$ cat src/core/csi_pkg.sv
// csi_pkg: shared types and constants of the charge status indicator
// assumes a 50 MHz system clock and a temperature level digitised in millivolts
package csi_pkg;

  // clock and timing
  localparam int unsigned CLK_HZ = 50_000_000;
  localparam int unsigned CYC_PER_MS = CLK_HZ / 1000;
  localparam int unsigned SLOW_HALF_MS = 500;
  localparam int unsigned FAST_HALF_MS = 50;
  localparam int unsigned SHORT_BEEP_MS = 100;
  localparam int unsigned LONG_BEEP_MS = 1000;
  localparam int unsigned SLOW_HALF_CYC = SLOW_HALF_MS * CYC_PER_MS;
  localparam int unsigned FAST_HALF_CYC = FAST_HALF_MS * CYC_PER_MS;
  localparam int unsigned SHORT_BEEP_CYC = SHORT_BEEP_MS * CYC_PER_MS;
  localparam int unsigned LONG_BEEP_CYC = LONG_BEEP_MS * CYC_PER_MS;
  localparam int unsigned TICK_W = 26;

  // double flash: index of the last fast half-period in a frame, and the two lit slots
  localparam logic [3:0] DBL_FRAME_LAST = 4'h9;
  localparam logic [3:0] DBL_SLOT_A = 4'h0;
  localparam logic [3:0] DBL_SLOT_B = 4'h2;

  // temperature thresholds in mV: 500, 2200, 3000, 3150
  localparam logic [11:0] TEMP_MIN_MV = 12'h01F4;
  localparam logic [11:0] TEMP_START_MAX_MV = 12'h0898;
  localparam logic [11:0] TEMP_LI_MAX_MV = 12'h0BB8;
  localparam logic [11:0] TEMP_NI_MAX_MV = 12'h0C4E;

  // reset values
  localparam logic [3:0] DBL_RST = 4'h0;
  localparam logic [TICK_W-1:0] TICK_RST = 26'h000_0000;

  typedef enum logic [3:0] {
    PH_NO_BATT = 4'h0,
    PH_NEW_TEST = 4'h1,
    PH_PRE = 4'h2,
    PH_FAST1 = 4'h3,
    PH_FAST2 = 4'h4,
    PH_MAINT = 4'h5,
    PH_DISCH = 4'h6,
    PH_TEMP_ERR = 4'h7,
    PH_GEN_ERR = 4'h8
  } csi_phase_e;

  typedef enum logic [2:0] {
    PAT_OFF = 3'h0,
    PAT_ON = 3'h1,
    PAT_SLOW = 3'h2,
    PAT_FAST = 3'h3,
    PAT_DBL = 3'h4
  } csi_pat_e;

  typedef enum logic [1:0] {
    BEEP_NONE = 2'h0,
    BEEP_SHORT = 2'h1,
    BEEP_LONG = 2'h2
  } csi_beep_e;

  typedef enum logic [1:0] {
    BZ_IDLE = 2'b00,
    BZ_SHORT = 2'b01,
    BZ_LONG = 2'b10
  } csi_bz_state_e;

  typedef struct packed {
    csi_pat_e led_a;
    csi_pat_e led_b;
    csi_pat_e led_c;
    csi_beep_e beep;
  } csi_ind_s;

endpackage

$ cat src/core/csi_tick_div.sv
// csi_tick_div: free-running divider, one-cycle tick every PERIOD clocks
// assumes PERIOD of at least 2
`timescale 1ns/1ps
module csi_tick_div #(
  parameter int unsigned PERIOD = 16
) (
  input wire logic clk,
  input wire logic rst,
  output logic tick
);

  logic [csi_pkg::TICK_W-1:0] cnt;
  wire wrap = (cnt == csi_pkg::TICK_W'(PERIOD - 1));
  wire [csi_pkg::TICK_W-1:0] next_cnt = wrap ? csi_pkg::TICK_RST : cnt + 1'b1;

  always_ff @(posedge clk) begin
    if (rst) begin
      cnt <= csi_pkg::TICK_RST;
      tick <= 1'b0;
    end else begin
      cnt <= next_cnt;
      tick <= wrap;
    end
  end

endmodule // csi_tick_div

$ cat src/core/csi_top.sv
// csi_top: LED, buzzer and discharge indication plus temperature supervision
// assumes phase, chemistry and temperature inputs synchronous to CLK
`timescale 1ns/1ps
module csi_top #(
  parameter int unsigned SLOW_HALF_CYC = csi_pkg::SLOW_HALF_CYC,
  parameter int unsigned FAST_HALF_CYC = csi_pkg::FAST_HALF_CYC,
  parameter int unsigned SHORT_BEEP_CYC = csi_pkg::SHORT_BEEP_CYC,
  parameter int unsigned LONG_BEEP_CYC = csi_pkg::LONG_BEEP_CYC
) (
  input wire logic CLK,
  input wire logic RST,
  input wire csi_pkg::csi_phase_e PHASE,
  input wire logic CHEM_LITHIUM,
  input wire logic CHARGING,
  input wire logic [11:0] TEMP_MV,
  output logic STATUS_LED_A,
  output logic STATUS_LED_B,
  output logic STATUS_LED_C,
  output logic BUZZER,
  output logic DISCHARGE,
  output logic CHARGE_PERMIT,
  output logic TEMP_FAULT,
  output logic CHARGE_ABORT
);

  // phase to indication table
  function automatic csi_pkg::csi_ind_s ind_of(input csi_pkg::csi_phase_e ph);
    csi_pkg::csi_ind_s r;
    r = '{csi_pkg::PAT_OFF, csi_pkg::PAT_OFF, csi_pkg::PAT_OFF, csi_pkg::BEEP_NONE};
    unique case (ph)
      csi_pkg::PH_NO_BATT: r = r;
      csi_pkg::PH_NEW_TEST: r = '{csi_pkg::PAT_FAST, csi_pkg::PAT_OFF, csi_pkg::PAT_OFF, csi_pkg::BEEP_SHORT};
      csi_pkg::PH_PRE: r = '{csi_pkg::PAT_SLOW, csi_pkg::PAT_OFF, csi_pkg::PAT_OFF, csi_pkg::BEEP_NONE};
      csi_pkg::PH_FAST1: r = '{csi_pkg::PAT_ON, csi_pkg::PAT_SLOW, csi_pkg::PAT_OFF, csi_pkg::BEEP_NONE};
      csi_pkg::PH_FAST2: r = '{csi_pkg::PAT_ON, csi_pkg::PAT_FAST, csi_pkg::PAT_OFF, csi_pkg::BEEP_NONE};
      csi_pkg::PH_MAINT: r = '{csi_pkg::PAT_ON, csi_pkg::PAT_OFF, csi_pkg::PAT_ON, csi_pkg::BEEP_LONG};
      csi_pkg::PH_DISCH: r = '{csi_pkg::PAT_OFF, csi_pkg::PAT_SLOW, csi_pkg::PAT_OFF, csi_pkg::BEEP_NONE};
      csi_pkg::PH_TEMP_ERR: r = '{csi_pkg::PAT_DBL, csi_pkg::PAT_OFF, csi_pkg::PAT_ON, csi_pkg::BEEP_SHORT};
      csi_pkg::PH_GEN_ERR: r = '{csi_pkg::PAT_FAST, csi_pkg::PAT_OFF, csi_pkg::PAT_FAST, csi_pkg::BEEP_SHORT};
      default: r = r;
    endcase
    return r;
  endfunction

  // flash time base
  logic slow_tick;
  logic fast_tick;
  logic slow_lvl;
  logic fast_lvl;
  logic [3:0] dbl_cnt;

  csi_tick_div #(.PERIOD(SLOW_HALF_CYC)) u_slow_div (
    .clk(CLK),
    .rst(RST),
    .tick(slow_tick)
  );

  csi_tick_div #(.PERIOD(FAST_HALF_CYC)) u_fast_div (
    .clk(CLK),
    .rst(RST),
    .tick(fast_tick)
  );

  wire dbl_wrap = (dbl_cnt == csi_pkg::DBL_FRAME_LAST);
  wire [3:0] next_dbl_cnt = !fast_tick ? dbl_cnt : (dbl_wrap ? csi_pkg::DBL_RST : dbl_cnt + 4'h1);
  wire dbl_lvl = (dbl_cnt == csi_pkg::DBL_SLOT_A) || (dbl_cnt == csi_pkg::DBL_SLOT_B);

  always_ff @(posedge CLK) begin
    if (RST) begin
      slow_lvl <= 1'b0;
      fast_lvl <= 1'b0;
      dbl_cnt <= csi_pkg::DBL_RST;
    end else begin
      slow_lvl <= slow_lvl ^ slow_tick;
      fast_lvl <= fast_lvl ^ fast_tick;
      dbl_cnt <= next_dbl_cnt;
    end
  end

  // pattern selection
  csi_pkg::csi_ind_s ind;
  assign ind = ind_of(PHASE);

  function automatic logic pat_lvl(input csi_pkg::csi_pat_e p, input logic s, input logic f, input logic d);
    logic v;
    v = 1'b0;
    unique case (p)
      csi_pkg::PAT_OFF: v = 1'b0;
      csi_pkg::PAT_ON: v = 1'b1;
      csi_pkg::PAT_SLOW: v = s;
      csi_pkg::PAT_FAST: v = f;
      csi_pkg::PAT_DBL: v = d;
      default: v = 1'b0;
    endcase
    return v;
  endfunction

  wire next_led_a = pat_lvl(ind.led_a, slow_lvl, fast_lvl, dbl_lvl);
  wire next_led_b = pat_lvl(ind.led_b, slow_lvl, fast_lvl, dbl_lvl);
  wire next_led_c = pat_lvl(ind.led_c, slow_lvl, fast_lvl, dbl_lvl);
  wire next_discharge = (PHASE == csi_pkg::PH_DISCH);

  // buzzer: one beep per entry into a phase that has a beep
  csi_pkg::csi_phase_e prev_phase;
  csi_pkg::csi_bz_state_e bz_state;
  csi_pkg::csi_bz_state_e next_bz_state;
  logic [csi_pkg::TICK_W-1:0] bz_cnt;

  wire phase_entry = (PHASE != prev_phase);
  wire want_short = phase_entry && (ind.beep == csi_pkg::BEEP_SHORT);
  wire want_long = phase_entry && (ind.beep == csi_pkg::BEEP_LONG);
  wire short_done = (bz_cnt == csi_pkg::TICK_W'(SHORT_BEEP_CYC - 1));
  wire long_done = (bz_cnt == csi_pkg::TICK_W'(LONG_BEEP_CYC - 1));

  always_comb begin
    next_bz_state = bz_state;
    if (want_short) begin
      next_bz_state = csi_pkg::BZ_SHORT;
    end else if (want_long) begin
      next_bz_state = csi_pkg::BZ_LONG;
    end else begin
      unique case (bz_state)
        csi_pkg::BZ_IDLE: next_bz_state = csi_pkg::BZ_IDLE;
        csi_pkg::BZ_SHORT: next_bz_state = short_done ? csi_pkg::BZ_IDLE : csi_pkg::BZ_SHORT;
        csi_pkg::BZ_LONG: next_bz_state = long_done ? csi_pkg::BZ_IDLE : csi_pkg::BZ_LONG;
        default: next_bz_state = csi_pkg::BZ_IDLE;
      endcase
    end
  end

  wire bz_restart = want_short || want_long;
  wire [csi_pkg::TICK_W-1:0] next_bz_cnt = bz_restart ? csi_pkg::TICK_RST : bz_cnt + 1'b1;
  wire next_buzzer = (next_bz_state != csi_pkg::BZ_IDLE);

  // temperature supervision
  wire temp_low = (TEMP_MV < csi_pkg::TEMP_MIN_MV);
  wire start_ok = !temp_low && (TEMP_MV <= csi_pkg::TEMP_START_MAX_MV);
  wire temp_high = CHEM_LITHIUM ? (TEMP_MV > csi_pkg::TEMP_LI_MAX_MV) : (TEMP_MV > csi_pkg::TEMP_NI_MAX_MV);
  wire fault_now = CHARGING && (temp_low || temp_high);
  wire next_fault = fault_now || (TEMP_FAULT && CHARGING);

  always_ff @(posedge CLK) begin
    if (RST) begin
      prev_phase <= csi_pkg::PH_NO_BATT;
      bz_state <= csi_pkg::BZ_IDLE;
      bz_cnt <= csi_pkg::TICK_RST;
    end else begin
      prev_phase <= PHASE;
      bz_state <= next_bz_state;
      bz_cnt <= next_bz_cnt;
    end
  end

  always_ff @(posedge CLK) begin
    if (RST) begin
      STATUS_LED_A <= 1'b0;
      STATUS_LED_B <= 1'b0;
      STATUS_LED_C <= 1'b0;
      BUZZER <= 1'b0;
      DISCHARGE <= 1'b0;
      CHARGE_PERMIT <= 1'b0;
      TEMP_FAULT <= 1'b0;
      CHARGE_ABORT <= 1'b0;
    end else begin
      STATUS_LED_A <= next_led_a;
      STATUS_LED_B <= next_led_b;
      STATUS_LED_C <= next_led_c;
      BUZZER <= next_buzzer;
      DISCHARGE <= next_discharge;
      CHARGE_PERMIT <= start_ok && !fault_now;
      TEMP_FAULT <= next_fault;
      CHARGE_ABORT <= fault_now && !TEMP_FAULT;
    end
  end

  logic [csi_pkg::TICK_W-1:0] bz_high_cnt;
  always_ff @(posedge CLK) begin
    if (RST) begin
      bz_high_cnt <= csi_pkg::TICK_RST;
    end else begin
      // a restart begins a new beep, so the length count starts again
      bz_high_cnt <= (BUZZER && !bz_restart) ? bz_high_cnt + 1'b1 : csi_pkg::TICK_RST;
    end
  end
endmodule // csi_top

$ cat config.mk
export PLATFORM = sky130hd
export DESIGN_NAME = csi_top
export DESIGN_NICKNAME = d
export VERILOG_FILES = /design/src/core/csi_pkg.sv /design/src/core/csi_tick_div.sv /design/src/core/csi_top.sv
export SDC_FILE = /design/constraint.sdc
export NUM_CORES = 1
export LEC_CHECK = 0
export BUFFER_PORTS_ARGS = -buffer_cell sky130_fd_sc_hd__buf_2
export CAP_MARGIN = 20
export CORE_MARGIN = 3
export CORE_UTILIZATION = 35
export CTS_CLUSTER_DIAMETER = 50
export DETAILED_ROUTE_END_ITERATION = 16
export PLACE_DENSITY = 0.49
export SLEW_MARGIN = 0
export SYNTH_ARGS = -nofsm -noshare
export SYNTH_HDL_FRONTEND = slang
export SYNTH_HIERARCHICAL = 1
export SYNTH_SLANG_ARGS = --single-unit
$ cat constraint.sdc
create_clock -name CLK -period 3.51 [get_ports CLK]
set_input_delay 0.5265 -clock CLK [delete_from_list [all_inputs] [get_ports CLK]]
set_output_delay 0.5265 -clock CLK [all_outputs]
set_load 0.03 [all_outputs]
==> metrics.yaml <==
cts_resized: 0
drt_wl_total_mm: 11.24
dp_hpwl_mm: 7.778
rsz0062_at_grt: "false"
die_x_um: 125.1
fmax_mhz: 417.0
power.density_nw_per_um2: 438.3
final_common_cell: "dfxtp_1"
drc: 0
synth_warnings: 6
syn_inst: 576
irDropWorstVdd_mv: 0.2623
use_met3_pct: 3.923
p_int_mw: 1.932
clk_latency_ns: 0.35
vias_per_cell: 5.624
numCtsBuffers: 9
ys_types: 51
synth_nets: 605
switching_share_pct: 21.47
leakagePower_nw: 1.778
path_class: "reg -> reg"
r2r-start: "bz_cnt[0]"
critPathRequiredTime_ns: 3.75
hold_viol_final: 0
power_mw: 2.461
seq_area_um2: 2002
rr_endpoint: "bz_cnt[22]"
max-slew-margin-rel_pct: 46.02
fin_worst_skew_ns: 0.006466
port_buffers: 27
placed_cell_area_um2: 5254
arrival_ns: 2.64
die_h_um: 125.1
cts_tree: "done"
synth_top_flop_cell: "dfxtp_1"
diodes: 0
cts_setup_buffers: 0
layout_common_cells: "dfxtp_1 (100), nor2_1 (47), nand2_1 (35)"
core_region_area_um2: 13560
grt_pass1_vias: 4166
synth_area_um2: 4969
worst-path-max-fanout: 11
worstHoldPathType: "in -> reg"
ctsRootBufferMaster: "clkbuf_16"
start_util_pct: 36.65
die_area_um2: 15660
num_vias: 4342
synth_edf_count: 0
antenna_found_initial: 0
grtUsageMet1_pct: 18.71
antenna_left: 0
min_delay_path_depth: 3
dr.pass1.iters: 7
fin_area_um2: 5614
rrSetupSlack_ns: 1.11
multi_input_area_um2: 2788
status: "finished clean"
gp_congestion: 0.7977
min_period_ns: 2.398
min_from: "CHARGING"
post-route-period-util_pct: 68.32
p_seq_share_pct: 47.3
worstMarginPinSlew_ns: 0.8049
whs_endpoint: "TEMP_FAULT"
path_clk_slew_ns: 0.07
setup_viol: 0
grt_max_degree: 31
ys_ff_latch: 100
htree_num_levels: 3
grt_overflow_total: 0
ctsHoldBuffers: 0
nNetsFinal: 620
ff2ff_path_depth: 5
busiest_layer: "met2"
grt_pass1_wl_mm: 19.44
endpoint_kind: "flop"
pin_count: 28
wl_per_cell_um: 14.55
synthArstFlopShare_pct: 0
core.rowCount: 42
yosysSeqAreaShare_pct: 40.29
p_switching_mw: 0.5282
gr-usage-all-layers_pct: 14.62
final_max_slew_viol_count: 0
clock_power_share_pct: 47.7
use_met2_pct: 24.01
syn_to_final_growth_pct: 12.99
cts.sinks: 100
startpoint_type: "flop"
drive_above_1_share_pct: 10.07
final.setup.tns_ns: 0
cap_viol_max_count: 0
drt_iter0_markers: 308
nFillCells: 1370
clk_path_buf_depth: 2
avgSynthCellArea_um2: 8.626
combPwrFrac_pct: 5.0
## power groups by stage
| stage | registers, mW | logic, mW | clock network [mW] |
|---|---|---|---|
| 2_1_floorplan | 1.19 | 0.0733 | 0 |
| 3_5_place_dp | 1.19 | 0.124 | 0 |
| 3_3_place_gp | 1.19 | 0.123 | 0 |
| 4_1_cts | 1.16 | 0.125 | 1.21 |
| 6_report | 1.16 | 0.124 | 1.17 |
| 5_1_grt | 1.17 | 0.138 | 1.25 |
## area by class of cell
class / instances / area share [%]
Clock buffer: 11 / 4.502
Clock inverter: 5 / 1.917
Inverter: 19 / 1.270
Multi-Input combinational cell: 429 / 49.65
Sequential cell: 100 / 35.66
Tap cell: 176 / 3.922
Timing Repair Buffer: 32 / 3.076
## metrics by stage
| stage | utilization [%] | hold slack (ns) | setup slack, ns | std cells |
|---|---|---|---|---|
| floorplan | - | 0.4255 | 1.511 | 576 |
| global placement | 38.75 | 0.4304 | 1.196 | 756 |
| detailed placement | 38.75 | 0.4377 | 1.117 | 756 |
| CTS | 41.41 | 0.4226 | 1.097 | 772 |
| global route | 41.41 | 0.4337 | 0.8917 | 772 |
| finish | 41.41 | 0.4361 | 1.112 | 772 |
## state kept, by name, summed over array words and instances (netlist names)
name,count
STATUS_LED_A,1
slow_lvl,1
STATUS_LED_B,1
DISCHARGE,1
CHARGE_PERMIT,1
bz_cnt,26
fast_lvl,1
CHARGE_ABORT,1
bz_state,2
dbl_cnt,4
prev_phase,4
STATUS_LED_C,1
u_slow_div/tick,1
u_fast_div/tick,1
BUZZER,1
TEMP_FAULT,1
u_fast_div/cnt,26
u_slow_div/cnt,26
## cells by family (layout without fill, tap and decap cells)
kind of cell | Yosys count | in the layout | synth area share, %
buf+inv | 47 | 67 | 3.828
xor+xnor | 45 | 45 | 7.932
fa+ha+maj | 9 | 9 | 2.266
simple gates | 269 | 269 | 31.13
flops | 100 | 100 | 40.29
compound gates | 106 | 106 | 14.56
## cells in the mapped netlist (9+ instances only)
cell | instances | area [um^2]
ha_1 | 9 | 112.6
a21oi_1 | 27 | 135.1
nor3_1 | 12 | 60.06
or3_1 | 21 | 131.4
nand4_1 | 23 | 143.9
nand2_1 | 35 | 131.4
clkbuf_1 | 17 | 63.81
buf_2 | 11 | 55.05
xor2_1 | 22 | 192.7
nor2_1 | 47 | 176.4
dfxtp_1 | 100 | 2002
or4_1 | 26 | 195.2
o21ai_0 | 19 | 95.09
o31ai_1 | 21 | 157.7
nand3_1 | 31 | 155.2
xnor2_1 | 23 | 201.4
inv_1 | 19 | 71.32
nor4_1 | 23 | 143.9
## critical path, stage by stage, from the launching register on
cell,delay [ns]
dfxtp_1,0.38
ha_1,0.24
and4_1,0.26
nand4_1,0.40
or4_1,0.62
a2111oi_1,0.38
## layer usage
metal | up-vias | share of wire [%]
met5 | - | 0
met4 | 0 | 1.4
met2 | 54 | 48
met1 | 2054 | 47
met3 | 12 | 3.3
li1 | 2222 | -
## worst max-delay path by stage
| stage | startpoint | to | slack, ns | cells past startpoint |
|---|---|---|---|---|
| 3_5_place_dp | bz_cnt[0] | bz_cnt[22] | 1.12 | 5 |
| 3_3_place_gp | bz_cnt[0] | bz_cnt[20] | 1.20 | 5 |
| 6_report | bz_cnt[0] | bz_cnt[22] | 1.11 | 5 |
| 4_1_cts | bz_cnt[0] | bz_cnt[22] | 1.10 | 5 |
| 2_1_floorplan | PHASE[1] | bz_cnt[14] | 1.51 | 6 |
| 5_1_grt | bz_cnt[0] | bz_cnt[22] | 0.89 | 5 |
No activity file was read; power rests on OpenSTA's default activity.
